`src/nbu_pkg.sv`:
```
// shared constants, register map and types of the nine-bit serial port
package nbu_pkg;
  // register word addresses on the apb bus
  localparam logic [11:0] NBU_ADDR_CTRL = 12'h000;
  localparam logic [11:0] NBU_ADDR_MODE = 12'h004;
  localparam logic [11:0] NBU_ADDR_BUF = 12'h008;
  localparam logic [11:0] NBU_ADDR_PHASE = 12'h00C;
  localparam logic [11:0] NBU_ADDR_CLKDIV = 12'h010;
  // field positions
  localparam int NBU_CTRL_SM0_BIT = 7;
  localparam int NBU_MODE_FRAMING_DETECT_SELECT_BIT = 0;
  localparam int NBU_MODE_DBL_BIT = 1;
  localparam int NBU_CLKDIV_POWER_MGMT_DIVIDE_ENABLE_BIT = 2;
  localparam int NBU_PHASE_W = 16;
  // serial modes, coded as {mode_select_bit0, mode_select_bit1}
  localparam logic [1:0] NBU_MODE_SYNC = 2'h0;
  localparam logic [1:0] NBU_MODE_ASYNC8 = 2'h1;
  localparam logic [1:0] NBU_MODE_SYSCLK9 = 2'h2;
  localparam logic [1:0] NBU_MODE_GEN9 = 2'h3;
  // frame bit indices
  localparam logic [3:0] NBU_IDX_START = 4'h0;
  localparam logic [3:0] NBU_IDX_NINTH = 4'h9;
  localparam logic [3:0] NBU_LAST_SYNC = 4'h7;
  localparam logic [3:0] NBU_LAST_ASYNC8 = 4'h9;
  localparam logic [3:0] NBU_LAST_9BIT = 4'hA;
  // divide-by-16 counter and its vote points (7th, 8th, 9th tick)
  localparam logic [3:0] NBU_SUB_LAST = 4'hF;
  localparam logic [3:0] NBU_SAMPLE_A = 4'h6;
  localparam logic [3:0] NBU_SAMPLE_B = 4'h7;
  localparam logic [3:0] NBU_SAMPLE_C = 4'h8;
  // transmit start delay after the counter rollover
  localparam logic [2:0] NBU_TX_DELAY_CYC = 3'h5;
  // mode 0 shift clock period and low half, in divided system clocks
  localparam logic [3:0] NBU_M0_LAST12 = 4'hB;
  localparam logic [3:0] NBU_M0_LAST4 = 4'h3;
  localparam logic [3:0] NBU_M0_HALF12 = 4'h6;
  localparam logic [3:0] NBU_M0_HALF4 = 4'h2;
  // mode 2 feed divider: by 2 with doubler, by 4 without
  localparam logic [1:0] NBU_M2_LAST2 = 2'h1;
  localparam logic [1:0] NBU_M2_LAST4 = 2'h3;
  // phase generator steps every 4th clock without doubler
  localparam logic [1:0] NBU_GEN_SLOW_LAST = 2'h3;
  // system clock divide: by 1, 2, 4, 8, or 256 in power management
  localparam logic [7:0] NBU_DIV_LAST [0:3] = '{8'h00, 8'h01, 8'h03, 8'h07};
  localparam logic [7:0] NBU_POWER_MGMT_DIVIDE_ENABLE_LAST = 8'hFF;
  localparam logic [31:0] NBU_RDATA_NONE = 32'h0000_0000;

  // serial control register, msb first
  typedef struct packed {
    logic sm0;
    logic sm1;
    logic sm2;
    logic ren;
    logic tb8;
    logic rb8;
    logic ti;
    logic ri;
  } nbu_serial_control_reg_t;
  localparam nbu_serial_control_reg_t NBU_SERIAL_CONTROL_REG_RST = '0;

  // system clock divide selection
  typedef struct packed {
    logic power_mgmt_divide_enable;
    logic [1:0] sel;
  } nbu_clkdiv_t;
  localparam nbu_clkdiv_t NBU_CLKDIV_RST = '0;

  typedef enum logic [1:0] {TX_IDLE, TX_WAIT, TX_DELAY, TX_SHIFT} nbu_tx_state_t;
  typedef enum logic {RX_IDLE, RX_BITS} nbu_rx_state_t;
endpackage : nbu_pkg

```
`src/nbu_uart.sv`:
```
// nine-bit asynchronous serial port with apb register access
//
// Behaviour
// - nine-bit frames are 11 bits: start 0, eight data, ninth, stop 1.
// - a buffer write takes the ninth bit from the transmit ninth bit.
// - transmit starts five cycles after the first counter rollover following the write.
// - send start, data lsb first, ninth bit, then stop.
// - transmit done flag sets as the stop bit is driven.
// - receive only while baud source runs and receive enable is set.
// - a falling receive edge starts a frame, then sample at baud rate.
// - at mid ninth bit accept if done flag clear and multiprocessor bit allows.
// - accepted word loads buffer, ninth flag, done flag; rejected leaves them.
// - after mid stop bit return to waiting for a falling edge.
// - each bit is a majority vote of three samples.
// - mode 2 feeds the counter with clock over 2 or 4: rate over 32 or 64.
// - the baud doubler resets to 0.
// - mode 3 equals mode 2 but times bits from the phase generator.
// - mode 0 shift clock is system clock over 12, or over 4.
// - clock divide modes scale mode 0 and mode 2 rates only.
// - generator adds phase every clock with doubler, every fourth without.
// - each carry out of bit 16 is one generator pulse.
// - generator output is divided by 16 for modes 1 and 3.
// - a missing stop bit sets the framing error flag.
// - framing error stays set until software clears it.
// - select bit picks framing error or mode bit 0 at control bit 7.
// - buffer write loads transmit data; buffer read returns receive data.
// - samples are taken on ticks 7, 8 and 9 of the counter.
// - a start bit voted high is abandoned.
module nbu_uart
  import nbu_pkg::*;
(
  input wire logic i_clk_sys,
  input wire logic i_rst_n,
  input wire logic i_psel,
  input wire logic i_penable,
  input wire logic i_pwrite,
  input wire logic [11:0] i_paddr,
  input wire logic [31:0] i_pwdata,
  output logic [31:0] o_prdata,
  output logic o_pready,
  output logic o_pslverr,
  input wire logic i_rxd,
  output logic o_rxd_out,
  output logic o_rxd_oe,
  output logic o_txd
);
  // register state
  nbu_serial_control_reg_t serial_control_reg_r, serial_control_reg_nxt;
  nbu_clkdiv_t div_r, div_nxt;
  logic fe_r, fe_nxt, framing_detect_select_r, framing_detect_select_nxt, baud_doubler_r, baud_doubler_nxt;
  logic [NBU_PHASE_W-1:0] phase_r, phase_nxt;
  logic [7:0] rxbuf_r, rxbuf_nxt, txbuf_r, txbuf_nxt;
  logic [31:0] prdata_r, prdata_nxt;
  logic hit, wr, ctrl_wr, mode_wr, buf_wr, rd_setup;
  logic [31:0] rd_val;
  // prescaler state
  logic [7:0] sys_cnt_r, sys_cnt_nxt, sys_last;
  logic [1:0] m2_cnt_r, m2_cnt_nxt, gen_cnt_r, gen_cnt_nxt;
  logic [3:0] m0_cnt_r, m0_cnt_nxt, m0_last, m0_half, sub16_r, sub16_nxt;
  logic eff_tick, m2_tick, m0_tick, gen_step, gen_pulse, sub_tick, roll;
  logic [1:0] mode;
  // transmit state
  nbu_tx_state_t tx_st_r, tx_st_nxt;
  logic [10:0] frame_r, frame_nxt;
  logic [3:0] tx_idx_r, tx_idx_nxt, tx_sub_r, tx_sub_nxt, tx_last;
  logic [2:0] dly_r, dly_nxt;
  logic txd_r, txd_nxt, tx_ti_set, buf_wr_ok, tx_bit_end;
  // receive state
  nbu_rx_state_t rx_st_r, rx_st_nxt;
  logic rxd_s1_r, rxd_s2_r, rxd_d_r;
  logic [3:0] rx_sub_r, rx_sub_nxt, rx_idx_r, rx_idx_nxt, rx_last;
  logic [1:0] votes_r, votes_nxt;
  logic [7:0] rx_shift_r, rx_shift_nxt;
  logic rx_enable, rx_bit, rx_mid, rx_accept, rx_load, rx_fe_set;
  logic rx_abort;

  assign mode = {serial_control_reg_r.sm0, serial_control_reg_r.sm1};

  // apb decode; zero wait states, so every access completes at once
  always_comb begin
    hit = 1'b1;
    rd_val = NBU_RDATA_NONE;
    if (i_paddr == NBU_ADDR_CTRL) begin
      rd_val[7:0] = serial_control_reg_r;
      rd_val[NBU_CTRL_SM0_BIT] = framing_detect_select_r ? fe_r : serial_control_reg_r.sm0;
    end else if (i_paddr == NBU_ADDR_MODE) begin
      rd_val[NBU_MODE_FRAMING_DETECT_SELECT_BIT] = framing_detect_select_r;
      rd_val[NBU_MODE_DBL_BIT] = baud_doubler_r;
    end else if (i_paddr == NBU_ADDR_BUF) begin
      rd_val[7:0] = rxbuf_r;
    end else if (i_paddr == NBU_ADDR_PHASE) begin
      rd_val[NBU_PHASE_W-1:0] = phase_r;
    end else if (i_paddr == NBU_ADDR_CLKDIV) begin
      rd_val[NBU_CLKDIV_POWER_MGMT_DIVIDE_ENABLE_BIT:0] = div_r;
    end else begin
      hit = 1'b0;
    end
  end

  assign wr = i_psel & i_penable & i_pwrite & hit;
  assign rd_setup = i_psel & ~i_penable & ~i_pwrite;
  assign ctrl_wr = wr & (i_paddr == NBU_ADDR_CTRL);
  assign mode_wr = wr & (i_paddr == NBU_ADDR_MODE);
  assign buf_wr = wr & (i_paddr == NBU_ADDR_BUF);
  // writes while a frame is still going out are dropped
  assign buf_wr_ok = buf_wr & (tx_st_r == TX_IDLE);
  assign o_pready = 1'b1;
  assign o_pslverr = i_psel & i_penable & ~hit;
  assign o_prdata = prdata_r;

  // register file next values; hardware sets win over software clears
  always_comb begin
    serial_control_reg_nxt = serial_control_reg_r;
    fe_nxt = fe_r;
    framing_detect_select_nxt = framing_detect_select_r;
    baud_doubler_nxt = baud_doubler_r;
    phase_nxt = phase_r;
    div_nxt = div_r;
    txbuf_nxt = txbuf_r;
    rxbuf_nxt = rxbuf_r;
    prdata_nxt = rd_setup ? rd_val : prdata_r;
    if (ctrl_wr) begin
      serial_control_reg_nxt = i_pwdata[7:0];
      serial_control_reg_nxt.sm0 = serial_control_reg_r.sm0;
      if (framing_detect_select_r) begin
        fe_nxt = i_pwdata[NBU_CTRL_SM0_BIT];
      end else begin
        serial_control_reg_nxt.sm0 = i_pwdata[NBU_CTRL_SM0_BIT];
      end
    end else if (mode_wr) begin
      framing_detect_select_nxt = i_pwdata[NBU_MODE_FRAMING_DETECT_SELECT_BIT];
      baud_doubler_nxt = i_pwdata[NBU_MODE_DBL_BIT];
    end else if (wr & (i_paddr == NBU_ADDR_PHASE)) begin
      phase_nxt = i_pwdata[NBU_PHASE_W-1:0];
    end else if (wr & (i_paddr == NBU_ADDR_CLKDIV)) begin
      div_nxt = i_pwdata[NBU_CLKDIV_POWER_MGMT_DIVIDE_ENABLE_BIT:0];
    end else if (buf_wr_ok) begin
      txbuf_nxt = i_pwdata[7:0];
    end
    if (tx_ti_set) begin
      serial_control_reg_nxt.ti = 1'b1;
    end
    if (rx_load) begin
      rxbuf_nxt = rx_shift_r;
      serial_control_reg_nxt.rb8 = rx_bit;
      serial_control_reg_nxt.ri = 1'b1;
    end
    if (rx_fe_set) begin
      fe_nxt = 1'b1;
    end
  end

  always_ff @(posedge i_clk_sys or negedge i_rst_n) begin
    if (!i_rst_n) begin
      serial_control_reg_r <= NBU_SERIAL_CONTROL_REG_RST;
      fe_r <= 1'b0;
      framing_detect_select_r <= 1'b0;
      baud_doubler_r <= 1'b0;
      phase_r <= '0;
      div_r <= NBU_CLKDIV_RST;
      txbuf_r <= '0;
      rxbuf_r <= '0;
      prdata_r <= '0;
    end else begin
      serial_control_reg_r <= serial_control_reg_nxt;
      fe_r <= fe_nxt;
      framing_detect_select_r <= framing_detect_select_nxt;
      baud_doubler_r <= baud_doubler_nxt;
      phase_r <= phase_nxt;
      div_r <= div_nxt;
      txbuf_r <= txbuf_nxt;
      rxbuf_r <= rxbuf_nxt;
      prdata_r <= prdata_nxt;
    end
  end

  // baud timing: system divide feeds modes 0 and 2 only
  always_comb begin
    sys_last = div_r.power_mgmt_divide_enable ? NBU_POWER_MGMT_DIVIDE_ENABLE_LAST : NBU_DIV_LAST[div_r.sel];
    eff_tick = (sys_cnt_r == sys_last);
    sys_cnt_nxt = eff_tick ? '0 : sys_cnt_r + 8'h01;
    m2_tick = eff_tick & (m2_cnt_r == (baud_doubler_r ? NBU_M2_LAST2 : NBU_M2_LAST4));
    m2_cnt_nxt = m2_cnt_r;
    if (eff_tick) begin
      m2_cnt_nxt = m2_tick ? '0 : m2_cnt_r + 2'h1;
    end
    m0_last = serial_control_reg_r.sm2 ? NBU_M0_LAST4 : NBU_M0_LAST12;
    m0_half = serial_control_reg_r.sm2 ? NBU_M0_HALF4 : NBU_M0_HALF12;
    m0_tick = eff_tick & (m0_cnt_r >= m0_last);
    m0_cnt_nxt = m0_cnt_r;
    if (eff_tick) begin
      m0_cnt_nxt = m0_tick ? '0 : m0_cnt_r + 4'h1;
    end
    // restart the shift clock on a write so the first bit gets a full low half
    if (buf_wr_ok & (mode == NBU_MODE_SYNC)) begin
      m0_cnt_nxt = '0;
    end
    gen_cnt_nxt = gen_cnt_r + 2'h1;
    gen_step = baud_doubler_r | (gen_cnt_r == NBU_GEN_SLOW_LAST);
    sub_tick = (mode == NBU_MODE_SYSCLK9) ? m2_tick : gen_pulse;
    roll = sub_tick & (sub16_r == NBU_SUB_LAST);
    sub16_nxt = sub_tick ? sub16_r + 4'h1 : sub16_r;
  end

  always_ff @(posedge i_clk_sys or negedge i_rst_n) begin
    if (!i_rst_n) begin
      sys_cnt_r <= '0;
      m2_cnt_r <= '0;
      m0_cnt_r <= '0;
      gen_cnt_r <= '0;
      sub16_r <= '0;
    end else begin
      sys_cnt_r <= sys_cnt_nxt;
      m2_cnt_r <= m2_cnt_nxt;
      m0_cnt_r <= m0_cnt_nxt;
      gen_cnt_r <= gen_cnt_nxt;
      sub16_r <= sub16_nxt;
    end
  end

  nbu_phase_acc u_gen (
    .i_clk_sys(i_clk_sys),
    .i_rst_n(i_rst_n),
    .i_step(gen_step),
    .i_phase(phase_r),
    .o_pulse(gen_pulse)
  );

  // transmitter; mode 0 shifts data on the receive pin with its own clock
  always_comb begin
    tx_st_nxt = tx_st_r;
    frame_nxt = frame_r;
    tx_idx_nxt = tx_idx_r;
    tx_sub_nxt = tx_sub_r;
    dly_nxt = dly_r;
    txd_nxt = txd_r;
    tx_ti_set = 1'b0;
    tx_last = (mode == NBU_MODE_SYNC) ? NBU_LAST_SYNC :
              (mode == NBU_MODE_ASYNC8) ? NBU_LAST_ASYNC8 : NBU_LAST_9BIT;
    tx_bit_end = (mode == NBU_MODE_SYNC) ? m0_tick : (sub_tick & (tx_sub_r == NBU_SUB_LAST));
    case (tx_st_r)
      TX_IDLE: begin
        txd_nxt = 1'b1;
        if (buf_wr_ok) begin
          tx_idx_nxt = NBU_IDX_START;
          if (mode == NBU_MODE_SYNC) begin
            frame_nxt = {3'h7, i_pwdata[7:0]};
            tx_st_nxt = TX_SHIFT;
          end else if (mode == NBU_MODE_ASYNC8) begin
            frame_nxt = {2'h3, i_pwdata[7:0], 1'b0};
            tx_st_nxt = TX_WAIT;
          end else begin
            frame_nxt = {1'b1, serial_control_reg_r.tb8, i_pwdata[7:0], 1'b0};
            tx_st_nxt = TX_WAIT;
          end
        end
      end
      TX_WAIT: begin
        if (roll) begin
          dly_nxt = NBU_TX_DELAY_CYC - 3'h1;
          tx_st_nxt = TX_DELAY;
        end
      end
      TX_DELAY: begin
        dly_nxt = dly_r - 3'h1;
        if (dly_r == '0) begin
          txd_nxt = frame_r[0];
          tx_sub_nxt = '0;
          tx_st_nxt = TX_SHIFT;
        end
      end
      TX_SHIFT: begin
        if (mode == NBU_MODE_SYNC) begin
          txd_nxt = (m0_cnt_r >= m0_half);
        end
        if (sub_tick) begin
          tx_sub_nxt = tx_sub_r + 4'h1;
        end
        if (tx_bit_end) begin
          if (tx_idx_r == tx_last) begin
            tx_st_nxt = TX_IDLE;
            txd_nxt = 1'b1;
            tx_ti_set = (mode == NBU_MODE_SYNC);
          end else begin
            frame_nxt = {1'b1, frame_r[10:1]};
            tx_idx_nxt = tx_idx_r + 4'h1;
            if (mode != NBU_MODE_SYNC) begin
              txd_nxt = frame_r[1];
              tx_ti_set = (tx_idx_nxt == tx_last);
            end
          end
        end
      end
      default: tx_st_nxt = TX_IDLE;
    endcase
  end

  always_ff @(posedge i_clk_sys or negedge i_rst_n) begin
    if (!i_rst_n) begin
      tx_st_r <= TX_IDLE;
      frame_r <= '1;
      tx_idx_r <= '0;
      tx_sub_r <= '0;
      dly_r <= '0;
      txd_r <= 1'b1;
    end else begin
      tx_st_r <= tx_st_nxt;
      frame_r <= frame_nxt;
      tx_idx_r <= tx_idx_nxt;
      tx_sub_r <= tx_sub_nxt;
      dly_r <= dly_nxt;
      txd_r <= txd_nxt;
    end
  end

  assign o_txd = txd_r;
  assign o_rxd_oe = (tx_st_r == TX_SHIFT) & (mode == NBU_MODE_SYNC);
  assign o_rxd_out = frame_r[0];

  // receive pin passes two flip-flops; the third only delays for edges
  always_ff @(posedge i_clk_sys or negedge i_rst_n) begin
    if (!i_rst_n) begin
      rxd_s1_r <= 1'b1;
      rxd_s2_r <= 1'b1;
      rxd_d_r <= 1'b1;
    end else begin
      rxd_s1_r <= i_rxd;
      rxd_s2_r <= rxd_s1_r;
      rxd_d_r <= rxd_s2_r;
    end
  end

  // receiver; the generator counts as running once its phase is nonzero
  always_comb begin
    rx_enable = serial_control_reg_r.ren & (mode != NBU_MODE_SYNC) &
                ((mode == NBU_MODE_SYSCLK9) | (phase_r != '0));
    rx_last = (mode == NBU_MODE_ASYNC8) ? NBU_LAST_ASYNC8 : NBU_LAST_9BIT;
    rx_st_nxt = rx_st_r;
    rx_sub_nxt = rx_sub_r;
    rx_idx_nxt = rx_idx_r;
    votes_nxt = votes_r;
    rx_shift_nxt = rx_shift_r;
    rx_mid = (rx_st_r == RX_BITS) & sub_tick & (rx_sub_r == NBU_SAMPLE_C);
    rx_bit = (votes_r[0] & votes_r[1]) | (votes_r[0] & rxd_s2_r) |
             (votes_r[1] & rxd_s2_r);
    rx_abort = rx_mid & (rx_idx_r == NBU_IDX_START) & rx_bit;
    rx_accept = ~serial_control_reg_r.ri & (~serial_control_reg_r.sm2 | rx_bit);
    rx_load = rx_mid & rx_accept &
              (((mode == NBU_MODE_ASYNC8) & (rx_idx_r == rx_last)) |
               ((mode != NBU_MODE_ASYNC8) & (rx_idx_r == NBU_IDX_NINTH)));
    rx_fe_set = rx_mid & (rx_idx_r == rx_last) & ~rx_bit;
    case (rx_st_r)
      RX_IDLE: begin
        if (rx_enable & rxd_d_r & ~rxd_s2_r) begin
          rx_st_nxt = RX_BITS;
          rx_sub_nxt = '0;
          rx_idx_nxt = NBU_IDX_START;
        end
      end
      RX_BITS: begin
        if (sub_tick) begin
          rx_sub_nxt = rx_sub_r + 4'h1;
          if (rx_sub_r == NBU_SAMPLE_A) begin
            votes_nxt[0] = rxd_s2_r;
          end
          if (rx_sub_r == NBU_SAMPLE_B) begin
            votes_nxt[1] = rxd_s2_r;
          end
          if (rx_sub_r == NBU_SUB_LAST) begin
            rx_idx_nxt = rx_idx_r + 4'h1;
          end
        end
        if (rx_mid & (rx_idx_r != NBU_IDX_START) & (rx_idx_r <= NBU_LAST_SYNC + 4'h1)) begin
          rx_shift_nxt = {rx_bit, rx_shift_r[7:1]};
        end
        if (~rx_enable | rx_abort | (rx_mid & (rx_idx_r == rx_last))) begin
          rx_st_nxt = RX_IDLE;
        end
      end
      default: rx_st_nxt = RX_IDLE;
    endcase
  end

  always_ff @(posedge i_clk_sys or negedge i_rst_n) begin
    if (!i_rst_n) begin
      rx_st_r <= RX_IDLE;
      rx_sub_r <= '0;
      rx_idx_r <= '0;
      votes_r <= '0;
      rx_shift_r <= '0;
    end else begin
      rx_st_r <= rx_st_nxt;
      rx_sub_r <= rx_sub_nxt;
      rx_idx_r <= rx_idx_nxt;
      votes_r <= votes_nxt;
      rx_shift_r <= rx_shift_nxt;
    end
  end
endmodule // nbu_uart

```
`src/nbu_phase_acc.sv`:
```
// phase accumulator baud generator
module nbu_phase_acc
  import nbu_pkg::*;
(
  input wire logic i_clk_sys,
  input wire logic i_rst_n,
  input wire logic i_step,
  input wire logic [NBU_PHASE_W-1:0] i_phase,
  output logic o_pulse
);
  logic [NBU_PHASE_W-1:0] acc_r;
  logic [NBU_PHASE_W-1:0] acc_nxt;
  logic pulse_r;
  logic pulse_nxt;
  logic [NBU_PHASE_W:0] sum;

  // add the phase on each step; the carry out is one generator pulse
  always_comb begin
    sum = {1'b0, acc_r} + {1'b0, i_phase};
    acc_nxt = i_step ? sum[NBU_PHASE_W-1:0] : acc_r;
    pulse_nxt = i_step & sum[NBU_PHASE_W];
  end

  always_ff @(posedge i_clk_sys or negedge i_rst_n) begin
    if (!i_rst_n) begin
      acc_r <= '0;
      pulse_r <= 1'b0;
    end else begin
      acc_r <= acc_nxt;
      pulse_r <= pulse_nxt;
    end
  end

  assign o_pulse = pulse_r;
endmodule // nbu_phase_acc

```
`config.mk`:
```
export PLATFORM = sky130hd
export DESIGN_NAME = nbu_uart
export DESIGN_NICKNAME = d
export VERILOG_FILES = /design/src/nbu_pkg.sv /design/src/nbu_uart.sv /design/src/nbu_phase_acc.sv
export SDC_FILE = /design/constraint.sdc
export NUM_CORES = 1
export LEC_CHECK = 0
export ABC_AREA = 1
export BUFFER_PORTS_ARGS = -buffer_cell sky130_fd_sc_hd__clkbuf_2
export CAP_MARGIN = 10
export CORE_UTILIZATION = 62
export CTS_BUF_LIST = sky130_fd_sc_hd__clkbuf_16
export CTS_CLUSTER_DIAMETER = 30
export CTS_CLUSTER_SIZE = 25
export DETAILED_ROUTE_END_ITERATION = 12
export PLACE_DENSITY = 0.84
export SLEW_MARGIN = 20
export SYNTH_ARGS = -nofsm -noshare
export SYNTH_HDL_FRONTEND = slang
export SYNTH_SLANG_ARGS = --single-unit
```
`constraint.sdc`:
```
create_clock -name i_clk_sys -period 4.4 [get_ports i_clk_sys]
set_input_delay 0.88 -clock i_clk_sys [delete_from_list [all_inputs] [get_ports i_clk_sys]]
set_output_delay 0.88 -clock i_clk_sys [all_outputs]
set_load 0.02 [all_outputs]
```
==> metrics.csv, run 1 <==
stage,metric,value,unit
outcome,outcome,completed,
worst_setup_path,CP max FO,4,
yosys,Synth top area share,39.7,%
sta,Final WS setup,1.32,ns
yosys,async set-reset flop share out of synthesis,100,%
sta,Highest Clock Rate,0.324,GHz
detailed_routing,drt initial violations,482,
placement,DP Area,0.00811,mm2
yosys,Yosys cell types,48,
sta,Tcrit/Tclk final,70.1,%
layout,share of cells above drive strength 1,13.3,%
pwr,Internal,2.90,mW
die,die outline width,114,um
layout,Non-Filler Instances,1195,
yosys,post-synthesis sequential area ratio,44.4,%
yosys,Post-synth EDFFs,0,
die,IO Count,87,
die,Initial Util,64.0,%
sta,Final Hold Viols,0,
placement,DP Worst Slack,1.30,ns
detailed_routing,DRT antenna net count,0,
yosys,area of the mapped netlist,0.00775,mm2
detailed_routing,Vias,6540,
worst_setup_path,Required @ worst endpoint,3.52,ns
global_routing,total track usage,28.7,%
global_routing,vias in the first global route,6135,
layout,FILL cells,932,
yosys,leading post-synthesis cells by cell area,"dfrtp_1 40%, nand2_1 11%, o21ai_0 6.8%, inv_1 6.5%, ha_1 6.1%",
sta,Rel. slew slack,33.3,%
yosys,largest area contributor in the netlist,dfrtp_1,
pwr,Reg power frac,36.3,%
sta,clock skew,0.00602,ns
worst_setup_path,WS Path Type,input pin to primary output,
cts,CTS Buffer Depth,2,
global_routing,pin count of the biggest net entering global routing,90,
global_routing,wire length of the first global-routing pass,28600,um
sta,Post-Route Setup TNS,0,ns
yosys,top_reg_cell synth,dfrtp_1,
layout,Final Cell Area,0.00877,mm2
sta,Slew @ Worst Pin,0.997,ns
pwr,pwr/cell area,481,mW/mm2
yosys,Avg Inst Size Synth,8.10,um2
die,height of the chip,114,um
placement,detailed-placement wirelength estimate,11800,um
worst_setup_path,crit start category,input pin,
pwr,maximum VDD drop,0.413,mV
sta,# setup viols final,0,
sta,Period minus WS final,3.08,ns
layout,FF/Latch Area,0.00345,mm2
pwr,total power,4.22,mW
min_path,HP Class,flop to flop,
cts,CTS Hold Bufs,0,
layout,final core utilization,72.4,%
layout,Final nets,1103,
layout,area of the multi-input gates,0.00363,mm2
worst_setup_path,crit path DAT,2.20,ns
sta,RSZ-0062 raised after global routing,false,
worst_setup_path,CP endpoint kind,primary output,
yosys,synthesized flop and latch total,137,
die,Cell Rows,40,
global_routing,GRT overflow,0,
sta,final hold slack,0.355,ns
cts,total clock buffers created by CTS,17,
pwr,Leakage Power,4.32,nW
pwr,clock group share of total power,37.9,%
cts,postcts setup bufs,0,
cts,"Clk pin slew, worst setup/hold paths",0.06,ns
die,Placeable Area,0.0121,mm2
cts,clock latency on the worst-skew pair,0.43,ns
placement,dpl cells,1163,
cts,htree depth,4,
cts,clk root buf,clkbuf_16,
yosys,synthesized instance count,957,
detailed_routing,drt pass-1 iters,6,
cts,clock sinks,137,
die,die area,0.0130,mm2
detailed_routing,Total Routed Length,17200,um
sta,fin. max-slew vios,0,
pwr,combinational power share,25.8,%
yosys,synthesis warning total,0,
detailed_routing,detailed-route DRC error count,0,
pwr,P_sw,1.32,mW
pwr,sw frac,31.3,%
cts,Resized cells post-CTS,0,
placement,gpl congestion,0.899,
global_routing,initial antenna violation count,0,
layout,Inserted Diodes,0,
detailed_routing,Vias per Instance,5.47,
placement,input/output buffers,53,
run,max cap viols,0,
cts,CTS tree,done,
layout,area grow syn2layout,13.1,%
detailed_routing,mean routed wirelength per cell,14.4,um
==> cells by family (layout without fill, tap and decap cells) <==
logic type	Yosys count	in the layout	share of synthesized area, %
XOR/XNOR	25	25	2.82
AO/OA/AOI/OAI	183	183	13.4
AND/OR/NAND/NOR	391	391	22.4
flip-flops	137	137	44.4
other	2	17	0.0969
multiplexers	8	8	1.03
buffers and inverters	172	227	9.44
adder cells (fa/ha/maj)	39	39	6.39
==> worst max-delay path: stages <==
cell	delay (ns)
clkbuf_2	0.08
nor2_1	0.26
inv_1	0.13
nor3_1	0.36
nand2_1	0.10
nand4_1	0.17
nor3_1	0.07
clkbuf_2	0.15
==> cell usage after synthesis, types with 2 or more instances <==
cell       number
nand2_1       229
inv_1         135
dfrtp_1       123
o21ai_0       105
nor2_1         61
nand3_1        43
ha_1           38
a21oi_1        35
buf_4          17
nor3_1         16
xor2_1         15
dfstp_2        14
o21ai_2        14
clkbuf_1       13
nand4_1        10
xnor2_1        10
mux2i_1         8
or2_2           7
a221oi_1        5
nor4_1          5
o22ai_1         5
a31oi_1         3
buf_6           3
nand3b_1        3
o2111ai_1       3
o211ai_1        3
o31ai_1         3
a211oi_1        2
a21o_1          2
and3_1          2
buf_1           2
conb_1          2
inv_2           2
nand3_2         2
nand3_4         2
nor2_4          2
nor3b_1         2
==> per-layer routing <==
| layer | up-vias | GRT usage, % | wire, um |
|---|---|---|---|
| met5 | - | 0 | 0 |
| met4 | 0 | 12.6 | 414 |
| met3 | 36 | 6.00 | 904 |
| met2 | 229 | 47.9 | 8390 |
| met1 | 3078 | 36.2 | 7500 |
| li1 | 3197 | - | - |
==> state kept, by name, summed over array words and instances, names as in the netlist, 6 cells and up <==
| register | cells |
|---|---|
| serial_control_reg_r | 6 |
| sys_cnt_r | 8 |
| frame_r | 10 |
| u_gen.acc_r | 16 |
| rx_shift_r | 8 |
| phase_r | 16 |
| o_prdata | 16 |
| rxbuf_r | 8 |
==> layout by cell type, fill, tap and decap left out, types with 6 or more instances in the layout <==
cell type	count
nand2_1	229
inv_1	137
dfrtp_1	123
o21ai_0	105
nor2_1	61
clkbuf_2	52
nand3_1	43
ha_1	38
a21oi_1	35
conb_1	17
clkbuf_16	17
nor3_1	16
xor2_1	15
o21ai_2	14
dfstp_2	14
nand4_1	10
xnor2_1	10
mux2i_1	8
or2_2	7
bufinv_16	6
==> worst paths after layout <==
kind	from	end	slack, ns	cells after the start
worst max-delay path	i_paddr[1]	o_pslverr	1.32	8
min in group asynchronous	i_rst_n	sys_cnt_r[4]$_DFF_PN0_	0.52	1
worst min register to register	rxd_s1_r$_DFF_PN1_	rxd_s2_r$_DFF_PN1_	0.36	0
worst max register to register	mode[0]$_DFFE_PN0P_	frame_r[2]$_DFFE_PN1P_	1.77	10
max in group asynchronous	i_rst_n	frame_r[3]$_DFFE_PN1P_	2.99	2
worst min-delay path	rxd_s1_r$_DFF_PN1_	rxd_s2_r$_DFF_PN1_	0.36	0
==> layout make-up <==
class                   count  area share (%)
repair buffers             58            3.52
clock buffers              17            4.85
inverters                 137            5.86
flip-flops and latches    137            39.3
well taps                 168            2.40
multi-input cells         663            41.4
clock inverters            15            2.65
==> power by group through the flow <==
stage	clock [mW]	sequential, mW	combinational, mW
6_report	1.60	1.53	1.09
5_1_grt	1.67	1.55	1.24
4_1_cts	1.61	1.53	1.08
3_5_place_dp	0	1.55	1.06
3_3_place_gp	0	1.54	1.03
2_1_floorplan	0	1.53	0.879
(Power assumes the default switching activity.)
==> inputs of run 2 (changes only) <==
--- a/config.mk
+++ b/config.mk
@@ -8,12 +8,12 @@
 export ABC_AREA = 1
 export BUFFER_PORTS_ARGS = -buffer_cell sky130_fd_sc_hd__clkbuf_2
 export CAP_MARGIN = 10
-export CORE_UTILIZATION = 62
+export CORE_UTILIZATION = 54
 export CTS_BUF_LIST = sky130_fd_sc_hd__clkbuf_16
 export CTS_CLUSTER_DIAMETER = 30
 export CTS_CLUSTER_SIZE = 25
 export DETAILED_ROUTE_END_ITERATION = 12
-export PLACE_DENSITY = 0.84
+export PLACE_DENSITY = 0.77
 export SLEW_MARGIN = 20
 export SYNTH_ARGS = -nofsm -noshare
 export SYNTH_HDL_FRONTEND = slang
==> constraint.sdc (replaced) <==
create_clock -name i_clk_sys -period 2.7 [get_ports i_clk_sys]
set_input_delay 0.54 -clock i_clk_sys [delete_from_list [all_inputs] [get_ports i_clk_sys]]
set_output_delay 0.54 -clock i_clk_sys [all_outputs]
set_load 0.02 [all_outputs]
==> run 2 against run 1 <==
  * Global-route usage down 3.9 points
  * Critical path depth up 4
  * Sequential share of layout area down 0.22 points
  * Flip-flop and latch count unchanged
  * Largest power group is now registers
  * Critical path type is now flop to flop
==> metrics.csv, run 2 (same netlist as run 1, synthesis figures left out) <==
stage,metric,value,unit,change
global_routing,initial antenna violation count,0,,unchanged
layout,most frequent cells in the layout,"229 x nand2_1, 135 x inv_1, 123 x dfrtp_1, 105 x o21ai_0, 61 x nor2_1",,"was 229 x nand2_1, 137 x inv_1, 123 x dfrtp_1, 105 x o21ai_0, 61 x nor2_1"
detailed_routing,wire length on met2,7900,um,was 8390 um
pwr,Reg power frac,37.3,%,was 36.3%
detailed_routing,DRT antenna net count,0,,unchanged
sta,Tcrit/Tclk final,90.6,%,
layout,area grow syn2layout,13.8,%,was 13.1%
sta,Period minus WS final,2.45,ns,
pwr,clock group share of total power,35.5,%,was 37.9%
cts,htree depth,4,,unchanged
worst_setup_path,Crit Reg-Reg Startpoint,div_r[2]$_DFFE_PN0P_,,was mode[0]$_DFFE_PN0P_
worst_setup_path,Top delay family on crit path,simple AND/OR/NAND/NOR gates,,unchanged
cts,total clock buffers created by CTS,17,,unchanged
layout,area of the multi-input gates,0.00363,mm2,unchanged
cts,Resized cells post-CTS,0,,unchanged
worst_setup_path,reg-to-reg endpoint,rx_sub_r[1]$_DFFE_PN0P_,,was frame_r[2]$_DFFE_PN1P_
global_routing,vias in the first global route,6143,,was 6135
global_routing,wire length of the first global-routing pass,28400,um,was 28600 um
detailed_routing,Vias,6375,,was 6540
worst_setup_path,Crit path top cell by count,nand2_1,,
placement,gpl congestion,0.875,,was 0.899
layout,share of cells above drive strength 1,14.2,%,was 13.3%
worst_setup_path,crit start category,flop,,was input pin
worst_setup_path,slowest CP cell,dfrtp_1,,was nor3_1
cts,CTS Hold Bufs,0,,unchanged
detailed_routing,met1 wire length,7820,um,was 7500 um
worst_setup_path,crit path launch,div_r[2]$_DFFE_PN0P_,,was i_paddr[1]
worst_setup_path,Required @ worst endpoint,3.00,ns,was 3.52 ns
die,Cell Rows,43,,was 40
worst_setup_path,CP endpoint kind,flop,,was primary output
detailed_routing,Highest Signal Layer,met4,,unchanged
worst_setup_path,CP max FO,11,,was 4
die,Placeable Area,0.0139,mm2,was 0.0121 mm2
layout,FILL cells,1187,,was 932
detailed_routing,Vias per Instance,5.24,,was 5.47
outcome,outcome,completed,,unchanged
global_routing,pin count of the biggest net entering global routing,55,,was 90
placement,input/output buffers,53,,unchanged
sta,Final Hold Viols,0,,unchanged
sta,# setup viols final,0,,unchanged
cts,clock sinks,137,,unchanged
sta,Rel. slew slack,56.7,%,was 33.3%
sta,clock skew,0.00805,ns,was 0.00602 ns
worst_setup_path,flop-to-flop setup slack,0.25,ns,was 1.77 ns
sta,Slew @ Worst Pin,0.648,ns,was 0.997 ns
die,die area,0.0148,mm2,was 0.0130 mm2
detailed_routing,mean routed wirelength per cell,13.8,um,was 14.4 um
layout,FF/Latch Area,0.00345,mm2,unchanged
cts,postcts setup bufs,0,,unchanged
detailed_routing,Total Routed Length,16800,um,was 17200 um
placement,detailed-placement wirelength estimate,12000,um,was 11800 um
die,Initial Util,55.6,%,was 64.0%
global_routing,total track usage,24.8,%,was 28.7%
detailed_routing,Met3 Wirelength,740,um,was 904 um
cts,clk root buf,clkbuf_16,,unchanged
run,max cap viols,0,,unchanged
layout,Inserted Diodes,0,,unchanged
pwr,P_sw,2.16,mW,was 1.32 mW
worst_setup_path,r2r worst-path depth,12,,was 10
detailed_routing,drt initial violations,562,,was 482
detailed_routing,drt pass-1 iters,7,,was 6
layout,Final nets,1112,,was 1103
pwr,sw frac,32.5,%,was 31.3%
die,height of the chip,122,um,was 114 um
cts,CTS Buffer Depth,2,,unchanged
sta,RSZ-0062 raised after global routing,false,,unchanged
sta,fin. max-slew vios,0,,unchanged
pwr,pwr/cell area,756,mW/mm2,was 481 mW/mm2
worst_setup_path,crit path DAT,2.74,ns,was 2.20 ns
cts,"Clk pin slew, worst setup/hold paths",0.06,ns,about the same
worst_setup_path,Levels on crit path,12,,was 8
cts,clock latency on the worst-skew pair,0.42,ns,was 0.43 ns
worst_setup_path,critical path cell sequence,"nor2_1, nand3_1, nand2_1, nand2_1, nor2_4, nand3_2, nand2_2, inv_1, nor2_4, inv_1, nand2_1, o21ai_0",,"was clkbuf_2, nor2_1, inv_1, nor3_1, nand2_1, nand4_1, nor3_1, clkbuf_2"
pwr,total power,6.67,mW,was 4.22 mW
pwr,combinational power share,27.2,%,was 25.8%
layout,"commonest non-fill, non-tap cell in the layout",nand2_1,,unchanged
die,die outline width,122,um,was 114 um
detailed_routing,detailed-route DRC error count,0,,unchanged
worst_setup_path,WS Path Type,flop to flop,,was input pin to primary output
worst_setup_path,critical path buffer and inverter count,2,,was 3
die,IO Count,87,,unchanged
pwr,maximum VDD drop,0.698,mV,was 0.413 mV
min_path,HP Class,input pin to async pin,,was flop to flop
worst_setup_path,CP peak stage delay,0.46,ns,was 0.36 ns
global_routing,GRT overflow,0,,unchanged
pwr,Leakage Power,4.33,nW,was 4.32 nW
sta,Post-Route Setup TNS,0,ns,unchanged
cts,CTS tree,done,,unchanged
sta,Highest Clock Rate,0.409,GHz,
pwr,Internal,4.50,mW,was 2.90 mW
worst_setup_path,worst setup path endpoint,rx_sub_r[1]$_DFFE_PN0P_,,was o_pslverr
[run 2: changes by cell type in the layout (fill, tap and decap cells not counted)]
cell        before  now
buf_4            5   12
bufinv_16        6    3
buf_12           0    2
clkinvlp_4       1    3
inv_1          137  135
inv_6            0    2
clkinv_1         0    1
clkinv_2         4    3
clkinv_4         2    3
[run 2: worst min-delay path by stage]
stage	start	end	slack (ns)	depth (start not counted)
floorplan	i_rst_n	baud_doubler_r$_DFFE_PN0P_	0.24	0
CTS	i_rst_n	sys_cnt_r[2]$_DFF_PN0_	0.08	1
global route	i_rst_n	sys_cnt_r[5]$_DFF_PN0_	0.09	1
global placement	rxd_s1_r$_DFF_PN1_	rxd_s2_r$_DFF_PN1_	0.35	0
finish	i_rst_n	sys_cnt_r[5]$_DFF_PN0_	0.07	1
detailed placement	rxd_s1_r$_DFF_PN1_	rxd_s2_r$_DFF_PN1_	0.35	0
[run 2: through the flow]
step | worst slack (ns) | cell area (um2) | hold slack [ns] | std cells | util, %
after floorplan | 0.624 | 7810 | 0.244 | 972 | -
after global placement | 0.318 | 8220 | 0.347 | 1184 | 59.0
after detailed placement | 0.293 | 8220 | 0.347 | 1184 | 59.0
after CTS | 0.258 | 8820 | 0.0797 | 1216 | 63.3
after global routing | 0.0443 | 8820 | 0.0931 | 1216 | 63.3
final | 0.254 | 8820 | 0.0664 | 1216 | 63.3
[run 2: final cells by class]
type | instances | area share (%)
clock inverters | 15 | 1.99
multi-input cells | 663 | 41.2
flip-flops and latches | 137 | 39.1
repair buffers | 67 | 4.55
well taps | 180 | 2.55
inverters | 137 | 5.83
clock buffers | 17 | 4.82
[run 2: layer usage]
metal	vias up	global-route usage [%]
met4	0	8.95
met5	-	0
met2	148	40.6
met1	2978	32.2
li1	3220	-
met3	29	5.48
[run 2: power groups by stage]
stage          combinational (mW)  sequential, mW  clock, mW
6_report                     1.81            2.49       2.36
5_1_grt                      2.07            2.52       2.50
4_1_cts                      1.81            2.48       2.41
3_5_place_dp                 1.79            2.52          0
3_3_place_gp                 1.74            2.51          0
2_1_floorplan                1.43            2.50          0
[run 2: worst register-to-register path: stages, from the launching register on]
cell and delay, ns:
dfrtp_1 0.46, nor2_1 0.18, nand3_1 0.09, nand2_1 0.07, nand2_1 0.08, nor2_4 0.30, nand3_2 0.12, nand2_2 0.32
inv_1 0.18, nor2_4 0.20, inv_1 0.09, nand2_1 0.13, o21ai_0 0.10
